===== src/tsa_pkg.sv =====
/*
  tsa_pkg: shared constants of the four-channel time slot assigner.
  assumes: 32-bit classic wishbone slave, register index = byte address / 4.
*/
package tsa_pkg;

  // =====================================================================
  // geometry
  localparam int NCH   = 4;
  localparam int POS_W = 12;
  localparam int ADR_W = 14;

  // =====================================================================
  // register indices (byte address is four times the index)
  localparam logic [11:0] IDX_A_CONFIG = 12'h2c0;
  localparam logic [11:0] IDX_A_START  = 12'h2c2;
  localparam logic [11:0] IDX_A_STOP   = 12'h2c4;
  localparam logic [11:0] IDX_B_CONFIG = 12'h2c8;
  localparam logic [11:0] IDX_B_START  = 12'h2ca;
  localparam logic [11:0] IDX_B_STOP   = 12'h2cc;
  localparam logic [11:0] IDX_C_CONFIG = 12'h2d0;
  localparam logic [11:0] IDX_C_START  = 12'h2d2;
  localparam logic [11:0] IDX_C_STOP   = 12'h2d4;
  localparam logic [11:0] IDX_D_CONFIG = 12'h2d8;
  localparam logic [11:0] IDX_D_START  = 12'h2da;
  localparam logic [11:0] IDX_D_STOP   = 12'h2dc;
  localparam logic [11:0] IDX_SYS_CFG  = 12'h2e0;
  localparam logic [11:0] IDX_STATUS   = 12'h2e2;

  localparam logic [11:0] CFG_IDX   [NCH] = '{IDX_A_CONFIG, IDX_B_CONFIG, IDX_C_CONFIG, IDX_D_CONFIG};
  localparam logic [11:0] START_IDX [NCH] = '{IDX_A_START, IDX_B_START, IDX_C_START, IDX_D_START};
  localparam logic [11:0] STOP_IDX  [NCH] = '{IDX_A_STOP, IDX_B_STOP, IDX_C_STOP, IDX_D_STOP};

  // =====================================================================
  // field positions of slot_channel_config
  localparam int EN_BIT   = 15;
  localparam int MODE_LSB = 8;
  localparam int POL_BIT  = 5;
  localparam int LVL_BIT  = 4;
  localparam int PAD_LSB  = 0;
  // system_config_reg fields
  localparam int ITF_LSB   = 0;
  localparam int XSYNC_BIT = 2;

  // =====================================================================
  // codes and reset values
  localparam logic [1:0]  MODE_DCE  = 2'h0;
  localparam logic [1:0]  MODE_PCM  = 2'h1;
  localparam logic [1:0]  MODE_GCI  = 2'h2;
  localparam logic [1:0]  MODE_PMUX = 2'h3;
  localparam logic [1:0]  ITF_HSU_FULL = 2'h0;
  localparam logic [1:0]  ITF_HSU      = 2'h1;
  localparam logic [1:0]  ITF_UART     = 2'h2;
  localparam logic [15:0] RST_WORD     = 16'h0000;

  // =====================================================================
  // timing: mode settling measured in bit clocks of the new mode
  localparam logic [2:0] SETTLE_CLKS = 3'h6;

endpackage


===== src/tsa_core.sv =====
/*
  tsa_core: four-channel time slot assigner between hdlc channels and
  tdm serial streams, with its register file on a classic wishbone bus.
  assumes: tdm pins are asynchronous to core_clk and much slower
  (bit clock at most about a tenth of core_clk); hdlc side is on core_clk.

*/
`timescale 1ns/1ps
module tsa_core (
  // clock and reset
  input  wire logic                      core_clk,
  input  wire logic                      arst_n,
  // wishbone slave
  input  wire logic                      wb_cyc_i,
  input  wire logic                      wb_stb_i,
  input  wire logic                      wb_we_i,
  input  wire logic [tsa_pkg::ADR_W-1:0] wb_adr_i,
  input  wire logic [3:0]                wb_sel_i,
  input  wire logic [31:0]               wb_dat_i,
  output logic      [31:0]               wb_dat_o,
  output logic                           wb_ack_o,
  // tdm pins, one set per channel
  input  wire logic [3:0]                tdm_bclk,
  input  wire logic [3:0]                tdm_fsync,
  input  wire logic [3:0]                tdm_rxd,
  output logic      [3:0]                tdm_txd_o,
  output logic      [3:0]                tdm_txd_oe_n,
  // hdlc channel side
  input  wire logic [3:0]                hdlc_tx_bit,
  output logic      [3:0]                hdlc_tx_take,
  output logic      [3:0]                hdlc_rx_bit,
  output logic      [3:0]                hdlc_rx_valid,
  // channel d pin flow control available
  output logic                           chan_d_flow_ok
);

  localparam int NCH = tsa_pkg::NCH;
  localparam logic [12:0] POS_MAX = 13'h1fff;

  // =====================================================================
  // decode helpers
  function automatic logic in_window(input logic [12:0] pos, input logic [11:0] first,
                                     input logic [11:0] last);
    if (first <= last) begin
      in_window = (pos >= {1'b0, first}) && (pos <= {1'b0, last});
    end else begin
      in_window = (pos >= {1'b0, first}) || (pos <= {1'b0, last});
    end
  endfunction

  function automatic logic in_pad(input logic [12:0] pos, input logic [11:0] last,
                                  input logic [2:0] cnt);
    in_pad = (pos > {1'b0, last}) && (pos <= ({1'b0, last} + {10'h000, cnt}));
  endfunction

  // =====================================================================
  // register file
  logic [NCH-1:0] en_q;
  logic [1:0]     mode_q  [NCH];
  logic [NCH-1:0] pol_q;
  logic [NCH-1:0] lvl_q;
  logic [2:0]     pad_q   [NCH];
  logic [11:0]    start_q [NCH];
  logic [11:0]    stop_q  [NCH];
  logic [1:0]     itf_q;
  logic           xsync_q;
  logic           ack_q;
  logic [31:0]    dat_q;
  logic [31:0]    rd_d;
  logic [11:0]    idx;
  logic           req;

  assign idx = wb_adr_i[13:2];
  assign req = wb_cyc_i && wb_stb_i && !ack_q;

  // software writes land on the ack edge; reserved bits are not stored
  always_ff @(posedge core_clk or negedge arst_n) begin
    if (!arst_n) begin
      en_q    <= '0;
      pol_q   <= '0;
      lvl_q   <= '0;
      itf_q   <= 2'h0;
      xsync_q <= 1'b0;
      for (int c = 0; c < NCH; c++) begin
        mode_q[c]  <= 2'h0;
        pad_q[c]   <= 3'h0;
        start_q[c] <= 12'h000;
        stop_q[c]  <= 12'h000;
      end
    end else if (wb_cyc_i && wb_stb_i && wb_we_i && ack_q) begin
      for (int c = 0; c < NCH; c++) begin
        if (idx == tsa_pkg::CFG_IDX[c]) begin
          if (wb_sel_i[1]) begin
            en_q[c]   <= wb_dat_i[tsa_pkg::EN_BIT];
            mode_q[c] <= wb_dat_i[tsa_pkg::MODE_LSB +: 2];
          end
          if (wb_sel_i[0]) begin
            pol_q[c] <= wb_dat_i[tsa_pkg::POL_BIT];
            lvl_q[c] <= wb_dat_i[tsa_pkg::LVL_BIT];
            pad_q[c] <= wb_dat_i[tsa_pkg::PAD_LSB +: 3];
          end
        end
        if (idx == tsa_pkg::START_IDX[c]) begin
          if (wb_sel_i[0]) start_q[c][7:0]  <= wb_dat_i[7:0];
          if (wb_sel_i[1]) start_q[c][11:8] <= wb_dat_i[11:8];
        end
        if (idx == tsa_pkg::STOP_IDX[c]) begin
          if (wb_sel_i[0]) stop_q[c][7:0]  <= wb_dat_i[7:0];
          if (wb_sel_i[1]) stop_q[c][11:8] <= wb_dat_i[11:8];
        end
      end
      if (idx == tsa_pkg::IDX_SYS_CFG && wb_sel_i[0]) begin
        itf_q   <= wb_dat_i[tsa_pkg::ITF_LSB +: 2];
        xsync_q <= wb_dat_i[tsa_pkg::XSYNC_BIT];
      end
    end
  end

  // per-channel state flops, declared here so the read mux can show them
  logic [NCH-1:0] acq_q;
  logic [2:0]     settle_q [NCH];

  // read mux; unmapped and reserved bits read zero
  always_comb begin
    rd_d = 32'h0000_0000;
    for (int c = 0; c < NCH; c++) begin
      if (idx == tsa_pkg::CFG_IDX[c]) begin
        rd_d[tsa_pkg::EN_BIT]          = en_q[c];
        rd_d[tsa_pkg::MODE_LSB +: 2]   = mode_q[c];
        rd_d[tsa_pkg::POL_BIT]         = pol_q[c];
        rd_d[tsa_pkg::LVL_BIT]         = lvl_q[c];
        rd_d[tsa_pkg::PAD_LSB +: 3]    = pad_q[c];
      end
      if (idx == tsa_pkg::START_IDX[c]) rd_d[11:0] = start_q[c];
      if (idx == tsa_pkg::STOP_IDX[c])  rd_d[11:0] = stop_q[c];
      if (idx == tsa_pkg::IDX_STATUS) begin
        rd_d[c]     = acq_q[c];
        rd_d[4 + c] = (settle_q[c] != 3'h0);
      end
    end
    if (idx == tsa_pkg::IDX_SYS_CFG) begin
      rd_d[tsa_pkg::ITF_LSB +: 2] = itf_q;
      rd_d[tsa_pkg::XSYNC_BIT]    = xsync_q;
    end
  end

  // one wait state: ack one edge after the request, dropped the next
  always_ff @(posedge core_clk or negedge arst_n) begin
    if (!arst_n) begin
      ack_q <= 1'b0;
      dat_q <= 32'h0000_0000;
    end else begin
      ack_q <= req;
      if (req) dat_q <= rd_d;
    end
  end

  assign wb_ack_o = ack_q;
  assign wb_dat_o = dat_q;

  // =====================================================================
  // pin synchronisers and bit clock edge detection
  logic [NCH-1:0] bclk_s1, bclk_s2, bclk_s3, fs_s1, fs_s2, rx_s1, rx_s2;
  logic [NCH-1:0] pin_rise, pin_fall;

  // s1 feeds only s2; edges are found between s2 and s3
  always_ff @(posedge core_clk or negedge arst_n) begin
    if (!arst_n) begin
      bclk_s1 <= '0;
      bclk_s2 <= '0;
      bclk_s3 <= '0;
      fs_s1   <= '0;
      fs_s2   <= '0;
      rx_s1   <= '0;
      rx_s2   <= '0;
    end else begin
      bclk_s1 <= tdm_bclk;
      bclk_s2 <= bclk_s1;
      bclk_s3 <= bclk_s2;
      fs_s1   <= tdm_fsync;
      fs_s2   <= fs_s1;
      rx_s1   <= tdm_rxd;
      rx_s2   <= rx_s1;
    end
  end

  assign pin_rise = bclk_s2 & ~bclk_s3;
  assign pin_fall = ~bclk_s2 & bclk_s3;

  // =====================================================================
  // per-channel slot engine
  logic [12:0]    cnt_q    [NCH];
  logic [1:0]     mprev_q  [NCH];
  logic [NCH-1:0] en_prev_q;
  logic [NCH-1:0] ch_drv_q, ch_txd_q, ch_pad_q, take_q, rxv_q, rxb_q;
  logic [NCH-1:0] src_a, rise, fall, fs_act, rxd, dce, legal, act, win_now;
  logic [12:0]    pos_now  [NCH];

  genvar g;
  generate
    for (g = 0; g < NCH; g++) begin : g_ch
      // multiplexed modes on b to d run on channel a's pins
      assign src_a[g]   = (g != 0) && mode_q[g][1];
      assign rise[g]    = src_a[g] ? pin_rise[0] : pin_rise[g];
      assign fall[g]    = src_a[g] ? pin_fall[0] : pin_fall[g];
      assign rxd[g]     = src_a[g] ? rx_s2[0] : rx_s2[g];
      assign fs_act[g]  = (src_a[g] ? fs_s2[0] : fs_s2[g]) ^ pol_q[g];
      assign dce[g]     = (mode_q[g] == tsa_pkg::MODE_DCE);
      // reserved code on a, gci on c without codec sync, raw d under uart
      assign legal[g]   = !((g == 0) && (mode_q[g] == tsa_pkg::MODE_PMUX))
                        && !((g == 2) && (mode_q[g] == tsa_pkg::MODE_GCI) && !xsync_q)
                        && !((g == 3) && !mode_q[g][1] && (itf_q == tsa_pkg::ITF_UART));
      assign act[g]     = en_q[g] && legal[g] && acq_q[g] && (settle_q[g] == 3'h0);
      // frame sync marks bit 0; counter saturates past the field range
      assign pos_now[g] = fs_act[g] ? 13'h0000 :
                          (cnt_q[g] == POS_MAX) ? POS_MAX : cnt_q[g] + 13'h0001;
      assign win_now[g] = in_window(pos_now[g], start_q[g], stop_q[g]);

      // settling after a mode switch, counted on the new mode's clock
      always_ff @(posedge core_clk or negedge arst_n) begin
        if (!arst_n) begin
          mprev_q[g]  <= 2'h0;
          settle_q[g] <= 3'h0;
        end else begin
          mprev_q[g] <= mode_q[g];
          if (mprev_q[g] != mode_q[g]) begin
            settle_q[g] <= tsa_pkg::SETTLE_CLKS;
          end else if (rise[g] && settle_q[g] != 3'h0) begin
            settle_q[g] <= settle_q[g] - 3'h1;
          end
        end
      end

      // frame reacquisition: a fresh enable waits for the next sync
      always_ff @(posedge core_clk or negedge arst_n) begin
        if (!arst_n) begin
          en_prev_q[g] <= 1'b0;
          acq_q[g]     <= 1'b0;
          cnt_q[g]     <= 13'h0000;
        end else begin
          en_prev_q[g] <= en_q[g];
          if (!en_q[g] || !en_prev_q[g]) begin
            acq_q[g] <= 1'b0;
          end else if (rise[g] && fs_act[g]) begin
            acq_q[g] <= 1'b1;
          end
          if (rise[g]) cnt_q[g] <= pos_now[g];
        end
      end

      // receive: every bit in dce once settled, window bits only otherwise
      always_ff @(posedge core_clk or negedge arst_n) begin
        if (!arst_n) begin
          rxv_q[g] <= 1'b0;
          rxb_q[g] <= 1'b0;
        end else begin
          rxv_q[g] <= 1'b0;
          if (rise[g] && settle_q[g] == 3'h0 && (dce[g] || (act[g] && win_now[g]))) begin
            rxv_q[g] <= 1'b1;
            rxb_q[g] <= rxd[g];
          end
        end
      end

      // transmit on the falling edge for the bit the counter holds
      always_ff @(posedge core_clk or negedge arst_n) begin
        if (!arst_n) begin
          ch_drv_q[g] <= 1'b0;
          ch_txd_q[g] <= 1'b1;
          ch_pad_q[g] <= 1'b0;
          take_q[g]   <= 1'b0;
        end else begin
          take_q[g] <= 1'b0;
          if (fall[g]) begin
            ch_pad_q[g] <= 1'b0;
            if (dce[g]) begin
              // during settling the hdlc bit is ignored and idle is sent
              ch_drv_q[g] <= 1'b1;
              ch_txd_q[g] <= (settle_q[g] == 3'h0) ? hdlc_tx_bit[g] : 1'b1;
              take_q[g]   <= (settle_q[g] == 3'h0);
            end else if (act[g] && in_window(cnt_q[g], start_q[g], stop_q[g])) begin
              ch_drv_q[g] <= 1'b1;
              ch_txd_q[g] <= hdlc_tx_bit[g];
              take_q[g]   <= 1'b1;
            end else if (act[g] && in_pad(cnt_q[g], stop_q[g], pad_q[g])) begin
              ch_drv_q[g] <= 1'b1;
              ch_txd_q[g] <= lvl_q[g];
              ch_pad_q[g] <= 1'b1;
            end else begin
              ch_drv_q[g] <= 1'b0;
            end
          end
        end
      end
    end
  endgenerate

  // =====================================================================
  // pin drivers: multiplexed channels share channel a's data pin
  logic [NCH-1:0] pin_drv, pin_val;

  // lowest channel wins a collision on the shared pin
  always_comb begin
    pin_drv = '0;
    pin_val = '1;
    for (int c = NCH - 1; c >= 0; c--) begin
      if (ch_drv_q[c]) begin
        if (src_a[c]) begin
          pin_drv[0] = 1'b1;
          pin_val[0] = ch_txd_q[c];
        end else begin
          pin_drv[c] = 1'b1;
          pin_val[c] = ch_txd_q[c];
        end
      end
    end
  end

  // output flops; channel d loses pin flow control in raw modes under hsu or uart
  always_ff @(posedge core_clk or negedge arst_n) begin
    if (!arst_n) begin
      tdm_txd_o      <= '1;
      tdm_txd_oe_n   <= '1;
      chan_d_flow_ok <= 1'b1;
    end else begin
      tdm_txd_o      <= pin_val;
      tdm_txd_oe_n   <= ~pin_drv;
      chan_d_flow_ok <= !(!mode_q[3][1] && (itf_q == tsa_pkg::ITF_HSU || itf_q == tsa_pkg::ITF_UART));
    end
  end

  assign hdlc_tx_take  = take_q;
  assign hdlc_rx_bit   = rxb_q;
  assign hdlc_rx_valid = rxv_q;
endmodule


===== config.mk =====
export PLATFORM = sky130hd
export DESIGN_NAME = tsa_core
export DESIGN_NICKNAME = d
export VERILOG_FILES = /design/src/tsa_pkg.sv /design/src/tsa_core.sv
export SDC_FILE = /design/constraint.sdc
export NUM_CORES = 1
export LEC_CHECK = 0
export ABC_AREA = 1
export BUFFER_PORTS_ARGS = -buffer_cell sky130_fd_sc_hd__buf_2
export CORE_ASPECT_RATIO = 2
export CORE_MARGIN = 5
export CORE_UTILIZATION = 40
export DETAILED_ROUTE_END_ITERATION = 10
export SLEW_MARGIN = 30
export SYNTH_ARGS = -nofsm -noshare
export SYNTH_HDL_FRONTEND = slang
export SYNTH_SLANG_ARGS = --single-unit

===== constraint.sdc =====
create_clock -name core_clk -period 4.1 [get_ports core_clk]
set_clock_uncertainty 0.15 [all_clocks]
set_input_delay 0.205 -clock core_clk [delete_from_list [all_inputs] [get_ports core_clk]]
set_output_delay 0.205 -clock core_clk [all_outputs]
set_load 0.01 [all_outputs]

; After elaboration in Yosys (flattened, before gate mapping)
; Index checks and enable logic that the tools add are counted.
[totals]
input_bits = 71
elab_cells = 462
register_bits = 282
[classes]
magnitude_cmp = 28
n_reduce_logical = 144
muxes = 153
bitwise = 9
eq_ne = 26
addsub = 12
[op_table]
columns = cell, n
row1 = $eq 12x10->1 const B, 14
row2 = $mux 1, 114
row3 = $ge 13x12->1, 8
row4 = $le 13x12->1, 8
row5 = $mux 13, 8
row6 = $mux 12, 8
row7 = $reduce_and 3->1, 24
row8 = $logic_and 1x1->1, 59
row9 = $add 12x3->13, 4
row10 = $add 13x1->13 const B, 4
row11 = $eq 13x13->1 const B, 4
row12 = $gt 13x12->1, 4
row13 = $le 13x13->1, 4
row14 = $le 12x12->1, 4
row15 = $mux 3, 13
row16 = $reduce_bool 3->1, 8
row17 = $mux 2, 10
row18 = $logic_or 1x1->1, 17
row19 = $reduce_bool 2->1, 8
row20 = $logic_not 1->1, 15
row21 = $logic_not 3->1, 4
row22 = $not 4->4, 3
row23 = $sub 3x1->3 const B, 4
row24 = $reduce_and 2->1, 5
row25 = other kinds (6), 18

; Logic depth before layout (Yosys ltp)
; Gate-level depths: netlist of run 1.
[logic_depth]
word_depth = 17
ltp_mapped = 26
mapped_depth_nobuf = 26

; Worst setup path before layout of run 1
; No wires, ideal clock.
[synth_path]
kind = reg-to-reg
start = register stop_q[24] (netlist name)
end = register ch_txd_q[1]
synth_period_minus_slack_ps = 3737
n_path_buf = 0
required_ps = 3874
path_stages_with_launch = 21
path_slack_ps = 363
setup_time_ps = 76
t_arrival_ps = 3511
cell_sequence = dfrtp_1 ha_1 inv_1 fa_1 or2_2 a21oi_1 nand3_1 nor2_1 nand2_1 nor2_1 nand2_1 xor2_1 ha_1 nand2_1 or3_1 o41ai_1 nand3_1 o21ai_0 inv_1 nand2_1 nand2_1
[synth_between]
elab_chain_len = 8
[synth_rtl]
columns = element, line
row1 = "start, declared", tsa_core.sv:64  ; logic [11:0] stop_q [NCH];
row2 = "start signal, assigned by index", tsa_core.sv:108  ; if (wb_sel_i[0]) stop_q[c][7:0] <= wb_dat_i[7:0];
row3 = "start signal, assigned by index", tsa_core.sv:109  ; if (wb_sel_i[1]) stop_q[c][11:8] <= wb_dat_i[11:8];
row4 = "parallel branches: the longest is 8 deep, another holds $add 12x3->13", -
row5 = "end signal, assigned by index", tsa_core.sv:279  ; ch_txd_q[g] <= (settle_q[g] == 3'h0) ? hdlc_tx_bit[g] : 1'b1;
row6 = "end signal, assigned by index", tsa_core.sv:283  ; ch_txd_q[g] <= hdlc_tx_bit[g];
row7 = "end signal, assigned by index", tsa_core.sv:287  ; ch_txd_q[g] <= lvl_q[g];
row8 = "end, declared", tsa_core.sv:195  ; logic [NCH-1:0] ch_drv_q, ch_txd_q, ch_pad_q, take_q, rxv_q, rxb_q;
; Several ways; the timed one is not identified. The select of a mux whose other input is x is not followed.
; A chain may end at the register's enable or synchronous reset.

; Worst setup path after layout of run 1
[layout_path]
start = register pad_q[9] (netlist name)
end = register ch_drv_q[0]
[layout_between]
elab_chain_len = 7
[layout_rtl]
columns = element, line
row1 = "start, declared", tsa_core.sv:62  ; logic [2:0] pad_q [NCH];
row2 = "start signal, assigned by index", tsa_core.sv:100  ; pad_q[c] <= wb_dat_i[tsa_pkg::PAD_LSB +: 3];
row3 = $add 12x3->13, tsa_core.sv:53  ; in_pad = (pos > {1'b0, last}) && (pos <= ({1'b0, last} + {10'h000, cnt}));
row4 = $le 13x13->1, tsa_core.sv:53
row5 = $logic_and 1x1->1, tsa_core.sv:53
row6 = $logic_and 1x1->1, tsa_core.sv:285  ; end else if (act[g] && in_pad(cnt_q[g], stop_q[g], pad_q[g])) begin
row7 = $mux 1, -
row8 = $mux 1, tsa_core.sv:281  ; end else if (act[g] && in_window(cnt_q[g], start_q[g], stop_q[g])) begin
row9 = $mux 1, tsa_core.sv:276  ; if (dce[g]) begin
row10 = "end signal, assigned by index", tsa_core.sv:278  ; ch_drv_q[g] <= 1'b1;
row11 = "end signal, assigned by index", tsa_core.sv:282  ; ch_drv_q[g] <= 1'b1;
row12 = "end signal, assigned by index", tsa_core.sv:286  ; ch_drv_q[g] <= 1'b1;
row13 = "end, declared", tsa_core.sv:195
; Every way passes these cells.

==> results of run 1 <==
==> sequential cells by signal (all words and copies together) (netlist names), 8 cells and up <==
register,cells
pad_q,12
cnt_q,52
mode_q,8
stop_q,48
start_q,48
mprev_q,8
wb_dat_o,13
settle_q,12
==> synthesized netlist by cell type (all sizes together) <==
cell     number  share of area
conb          1        0.00018
a211oi       10         0.0035
or3           1        0.00030
o211ai       14         0.0050
xnor2         8         0.0033
a21oi       189          0.045
o41ai         3         0.0012
a221oi        4         0.0017
o221ai        9         0.0037
nor3         44          0.011
nand3b       14         0.0050
and3          2        0.00059
dfrtp       269           0.32
xor2         69          0.030
nand4        84          0.025
o21a          3         0.0011
a31o          1        0.00041
o22ai        13         0.0038
nor4         18         0.0053
inv         354          0.063
ha          315           0.19
a21o          2        0.00071
clkinv        2        0.00035
or4           2        0.00071
o211a         1        0.00047
o21bai        1        0.00035
nand3        72          0.017
or2          11         0.0033
a31oi         8         0.0024
o31ai         1        0.00035
dfstp        13          0.016
o22a          1        0.00041
a311oi        1        0.00041
a32oi         1        0.00041
o21ai       289          0.069
clkbuf       34         0.0060
fa            4         0.0038
o2111ai      11         0.0045
buf          21         0.0074
nor2        191          0.034
nor3b         2        0.00071
nand2       659           0.12
==> cell type report <==
| class | count | area [µm²] |
|---|---|---|
| clock buffer | 39 | 813 |
| clock inverter | 14 | 171 |
| fill | 5248 | 28000 |
| inverter | 356 | 1340 |
| multi-input combinational | 2077 | 12700 |
| sequential | 282 | 7070 |
| tap | 665 | 832 |
| timing repair buffer | 241 | 1680 |
==> worst max-delay path by stage <==
stage                    start           to  slack, ps  cells past startpoint
finish                pad_q[9]  ch_drv_q[0]        170                     21
global route          pad_q[5]  ch_txd_q[2]         -5                     20
detailed placement    pad_q[6]  ch_txd_q[1]       -210                     21
floorplan           stop_q[24]  ch_txd_q[1]        360                     20
global placement      pad_q[6]  ch_txd_q[1]       -230                     21
CTS                   pad_q[6]  ch_txd_q[1]         20                     21
==> worst max-delay path, delay by kind of cell (launching register included) <==
family                     cells  cell delay [ps]
buffers and inverters          3              310
adders and majority gates      3              880
AOI/OAI and AO/OA              6              670
DFF                            1              410
and+or+nand+nor                8             1220
xor gates and xnor gates       1              140
==> kinds of logic (layout without fill, tap and decap cells) <==
logic type,Yosys count,after routing,synth area share
xor+xnor,77,77,0.0336
buf+inv,411,650,0.0767
compound gates,562,562,0.144
flops,282,282,0.334
simple gates,1100,1100,0.221
other cells,1,19,0.000177
fa+ha+maj,319,319,0.190
==> metal layers <==
metal	routed length, µm	share of wire	global-route usage
met1	26300	0.31	0.244
met2	44900	0.52	0.545
met3	3100	0.036	0.0368
met4	11300	0.13	0.295
met5	0	0	0
==> through the flow <==
stage                     utilization  TNS, ps  instance area (µm²)  hold WS (ps)
after floorplan                     -        0                21200          -241
after global placement          0.442     -409                23200           153
after detailed placement        0.442     -371                23200           136
after CTS                       0.465        0                24400          25.9
after global routing            0.468    -6.36                24600          44.7
final                           0.468        0                24600          34.3
==> cells in the final DEF (no fill, tap or decap), types with 17 or more instances in the layout <==
| master | Yosys | layout |
|---|---|---|
| nand4_1 | 83 | 83 |
| nand2_1 | 653 | 653 |
| nor4_1 | 18 | 17 |
| buf_4 | 19 | 138 |
| o21ai_0 | 281 | 274 |
| ha_1 | 315 | 315 |
| xor2_1 | 67 | 67 |
| clkbuf_16 | 0 | 29 |
| inv_1 | 347 | 347 |
| a21oi_1 | 188 | 186 |
| nor3_1 | 41 | 29 |
| nor2_1 | 189 | 186 |
| buf_2 | 0 | 81 |
| dfrtp_1 | 269 | 269 |
| dlygate4sd3_1 | 0 | 20 |
| conb_1 | 1 | 19 |
| nand3_1 | 72 | 70 |
==> power by group through the flow <==
stage | clock network, mW | logic [mW] | registers [mW]
2_1_floorplan | 0 | 0.678 | 3.08
3_3_place_gp | 0 | 1.27 | 3.07
3_5_place_dp | 0 | 1.31 | 3.08
4_1_cts | 2.88 | 1.33 | 3.03
5_1_grt | 2.99 | 1.47 | 3.04
6_report | 2.83 | 1.34 | 3.03
==> timing repair <==
action / CTS / global route
setup buffers: 0 / 4
endpoints found under the hold margin: 118 / 0
hold buffers: 20 / 0
endpoints found under the setup margin: 4 / 14
gates resized for setup: 5 / 31
pin swaps: 0 / 7
==> impl_results.md, run 1 <==
- Core ar.: 0.0526 mm²
- Reg power frac: 0.420
- FMAX: roughly 250 MHz
- Slew @ Worst Pin: 1010 ps
- P&R area growth vs syn: 16.1%
- WHS Endpoint: stop_q[10]
- Post-Route WL: around 86,000 µm
- GRT Total Usage: 0.287
- I/O pin count: 125
- Via count: slightly above 20,000
- HP Class: in -> reg
- Crit-path max FO: 3
- Synth warn: 0
- CTS Sinks: 282
- Placed Instances: approximately 3,600
- Worst vdd ir: 0.437 mV
- Total power: between 7 and 8 mW
- Largest net degree at the start of global routing: 97
- DRT iter0 DRCs: roughly 1,100
- CTS Buf Count: 29
- PD cells: between 200 and 300 mW/mm²
- Final cell count without fillers: around 3,700
- Yosys reg bits: 282
- Setup-failing EPs final: 0
- Crit-path cells: ha_1 -> inv_1 -> fa_1 -> nor2_1 -> o21ai_1 -> nor2_1 -> nand4_1 -> nor2_2 -> nand2_1 -> xor2_1 -> ha_1 -> nand2_1 -> nor4_1 -> o21ai_1 -> o2111ai_1 -> o21ai_0 -> buf_4 -> nand2_1 -> o21ai_2 -> inv_1 -> o21ai_0
- Flop-to-flop setup slack: between 150 and 200 ps
- Fin worst setup slack: 172 ps
- Critical Path End Type: flop
- Most used cell, CP: nand2_1
- Worst-Skew Late Latency: 610 ps
- R2r startpoint: pad_q[9]
- Die extent in x: 173 µm
- Switch share: 0.310
- Port-buffer cells: 82
- Vias in the first global route: about 21,000
- Worst EP required: around 4400 ps
- H-tree levels: 1
- DP Wirelength: 70,400 µm
- Post-route DRC: 0
- Routed Antenna Nets: 0
- Grt ovf: 0
- CTS tree: built
- Clock tree buffer depth: 3
- First-pass GRT wire length: 125,000 µm
- Die H: 335 µm
- Clock network power share: 0.394
- Kind of critical path: reg -> reg
- Routability cong.: 1.08
- Outcome: finished, final reports clean
- Max-cap violations: 0
- # rows: 119
- Mean Syn Cell Area: approximately 7.7 µm²
- Hold Path Origin: wb_dat_i[10]
- Drt pass-1 iters: 6
- Routed WL per cell: 23.3 µm
- Antenna violations before repair: 1
- Psw: 2.23 mW
- Final Hold Fails: 0
- Tcrit/Tclk final: 0.958
- Initial Util: 0.403
- Nets@finish: around 3,400
- Pre-CTS setup slack: -206 ps
- R2r endpoint: ch_drv_q[0]
- Slew HR: 0.324
- Data arrival, critical path: approximately 4200 ps
- Worst hold path depth: 3
- Slowest cell delay on critical path: 410 ps
- P_leak: around 12 nW
- Root Buffer Master: clkbuf_16
- Fin. max-slew vios: 0
- Layout cells sized above 1: 0.114
- Slowest CP cell: dfrtp_1
- ANT cells: 0
- Worst setup SP type: flop
- Vias per inst: roughly 5.5
- Distinct cell type count after synthesis: 56
- Die Area: 0.0579 mm²
- Clock transition at path regs: approximately 70 ps
- Final min period: 3930 ps
- Combinational share of power: 0.186
- P_int: between 4 and 5 mW
- Cells after synthesis: between 2,000 and 3,000
- FF-to-FF path depth: 21
- Synthesized area: 0.0212 mm²
- Post-synthesis sequential area ratio: 0.334
(Power assumes the default switching activity.)
==> run 2: changes to the inputs <==
Settings changed: REMOVE_ABC_BUFFERS from default to 1.
==> run 2 against run 1 <==
Net effect: sequential power about the same; sequential cell count is the same; worst hold slack improved by 9.9 ps; critical endpoint unchanged; highest routed layer unchanged.
==> impl_results.md, run 2 (same netlist as run 1, synthesis figures left out) <==
- Outcome: finished, final reports clean (unchanged)
- P_leak: 11.8 nW (was 12.1 nW)
- Core ar.: 0.0526 mm² (unchanged)
- P&R area growth vs syn: 13.9% (was 16.1%)
- FF-to-FF path depth: 20 (was 21)
- DP Wirelength: 60,600 µm (was 70,400 µm)
- Port-buffer cells: 82 (unchanged)
- Flop-to-flop setup slack: 260 ps (was 170 ps)
- Seq. cell area: 0.00707 mm² (about the same)
- H-tree levels: 1 (unchanged)
- CTS tree: built (unchanged)
- HP Class: in -> reg (unchanged)
- Grt ovf: 0 (unchanged)
- GRT Total Usage: 0.248 (was 0.287)
- Nets@finish: 3,307 (was 3,377)
- Kind of critical path: reg -> reg (unchanged)
- Worst EP required: 4410 ps (about the same)
- Post-Route WL: 73,600 µm (was 85,700 µm)
- CTS Sinks: 282 (unchanged)
- Vias per inst: 5.45 (was 5.52)
- Max FFs per register: 52 (unchanged)
- Unrepaired setup endpoints after global routing: false
- I/O pin count: 125 (unchanged)
- Drt pass-1 iters: 5 (was 6)
- Layout cells sized above 1: 0.0919 (was 0.114)
- R2r endpoint: ch_drv_q[0] (unchanged)
- Slew HR: 0.360 (was 0.324)
- Setup-failing EPs final: 0 (unchanged)
- GR peak layer: met2 (unchanged)
- Routed WL per cell: 20.4 µm (was 23.3 µm)
- Slew @ Worst Pin: 951 ps (was 1010 ps)
- Clock tree buffer depth: 3 (unchanged)
- Setup tns final: 0 ps (unchanged)
- Worst-Skew Late Latency: 590 ps (was 610 ps)
- ANT cells: 0 (unchanged)
- Most frequent cells in the layout: nand2_1 (652), inv_1 (347), ha_1 (315) (was nand2_1 (653), inv_1 (347), ha_1 (315))
- Clock transition at path regs: 70 ps (about the same)
- Root Buffer Master: clkbuf_16 (unchanged)
- DRT iter0 DRCs: 1,296 (was 1,074)
- CTS Buf Count: 29 (unchanged)
- Largest regs: cnt_q (52), start_q (48), stop_q (48) (unchanged)
- Final min period: 3840 ps (was 3930 ps)
- Post-route DRC: 0 (unchanged)
- Max-cap violations: 0 (unchanged)
- Crit-path max FO: 3 (unchanged)
- Data arrival, critical path: 4150 ps (was 4240 ps)
- Fin. max-slew vios: 0 (unchanged)
- R2r startpoint: pad_q[9] (unchanged)
- First-pass GRT wire length: 112,000 µm (was 125,000 µm)
- Critical Path End Type: flop (unchanged)
- Met1 Usage GRT: 0.236 (was 0.244)
- Initial Util: 0.403 (unchanged)
- Core Util, Final: 0.459 (was 0.468)
- Fillers: 5,259 (was 5,248)
- Most flops, register: cnt_q (unchanged)
- WHS Endpoint: start_q[11] (was stop_q[10])
- PD cells: 299 mW/mm² (was 293 mW/mm²)
- Commonest non-fill, non-tap cell in the layout: nand2_1 (unchanged)
- # rows: 119 (unchanged)
- Die Area: 0.0579 mm² (unchanged)
- Worst vdd ir: 0.265 mV (was 0.437 mV)
- Die H: 335 µm (unchanged)
- Via count: 19,600 (was 20,300)
- Worst setup SP type: flop (unchanged)
- Tcrit/Tclk final: 0.936 (was 0.958)
- Routability cong.: 1.06 (was 1.08)
- Routed Antenna Nets: 0 (unchanged)
- Vias in the first global route: 20,300 (was 20,900)
- Met3 GRT Util: 0.0253 (was 0.0368)
- Area of the multi-input gates: 0.0126 mm² (was 0.0127 mm²)
- Die extent in x: 173 µm (unchanged)
- Hold Path Origin: wb_dat_i[11] (was wb_dat_i[10])
- Final Hold Fails: 0 (unchanged)
- Largest net degree at the start of global routing: 99 (was 97)
- Worst hold path depth: 3 (unchanged)
- Antenna violations before repair: 0 (was 1)
- Grt met2 use: 0.462 (was 0.545)
- FMAX: 261 MHz (was 255 MHz)
[run 2: changes by cell type in the layout (fill, tap and decap cells not counted), moves of 2 or more]
cell	delta
clkinv_2	-2
buf_4	-71
nor2_1	-2
nor3_1	+6
clkbuf_8	+3
nor3_2	-5
clkinvlp_4	-2
bufinv_16	+2
[run 2: power breakdown]
part / switching (mW) / leakage, nW / internal [mW] / total [mW]
Sequential: 0.0895 / 3.78 / 2.94 / 3.03
Clock: 1.20 / 0.516 / 1.76 / 2.97
Combinational: 0.789 / 7.51 / 0.416 / 1.20
[run 2: what timing repair did]
action	in CTS	in global routing
buffers inserted	0	3
hold buffers	20	0
pin swaps	0	9
endpoints found under the hold margin	120	0
resized for setup	1	29
endpoints found under the setup margin	1	13
[run 2: worst max-delay path by stage]
| stage | startpoint | end | slack, ps | cells past startpoint |
|---|---|---|---|---|
| 6_report | pad_q[9] | ch_drv_q[0] | 260 | 20 |
| 5_1_grt | pad_q[6] | ch_txd_q[1] | 6 | 20 |
| 4_1_cts | pad_q[6] | ch_txd_q[1] | 40 | 20 |
| 3_5_place_dp | pad_q[6] | ch_txd_q[1] | 3 | 20 |
| 3_3_place_gp | pad_q[6] | ch_txd_q[1] | -50 | 20 |
| 2_1_floorplan | stop_q[24] | ch_txd_q[1] | 360 | 20 |
[run 2: per-layer routing]
| metal | wire, µm | up-vias |
|---|---|---|
| li1 | - | 9598 |
| met1 | 24700 | 9269 |
| met2 | 38000 | 522 |
| met3 | 2600 | 245 |
| met4 | 8230 | 0 |
| met5 | 0 | - |
[run 2: area by class of cell]
class | count | share of cell area
multi-input cells | 2077 | 0.524
clock inverters | 12 | 0.00856
well taps | 665 | 0.0345
flip-flops and latches | 282 | 0.293
inverters | 356 | 0.0555
repair buffers | 171 | 0.0483
clock buffers | 41 | 0.0353
[run 2: through the flow]
stage                     worst slack, ps  hold WS, ps  power, mW  cell area [µm²]  std cells
after floorplan                       363         -241       3.74            21000       2715
after global placement              -50.1          144       4.21            22700       3528
after detailed placement             2.85          143       4.26            22700       3528
after CTS                            36.7         21.1       7.27            24000       3601
after global routing                 5.96         37.9       7.51            24100       3604
final                                 262         44.3       7.20            24100       3604
[run 2: worst max-delay path, cell delays in order (launching register included)]
cell,delay [ps]
dfrtp_1,380
ha_1,180
inv_1,60
fa_1,390
nor2_1,140
o21ai_1,120
nor2_1,180
nand4_1,180
nor2_1,180
nand2_1,80
xor2_1,140
ha_1,290
nand2_1,120
nor4_1,340
o21ai_0,200
o2111ai_1,130
o21ai_2,130
nand2_1,80
o21ai_1,70
inv_1,80
o21ai_0,70
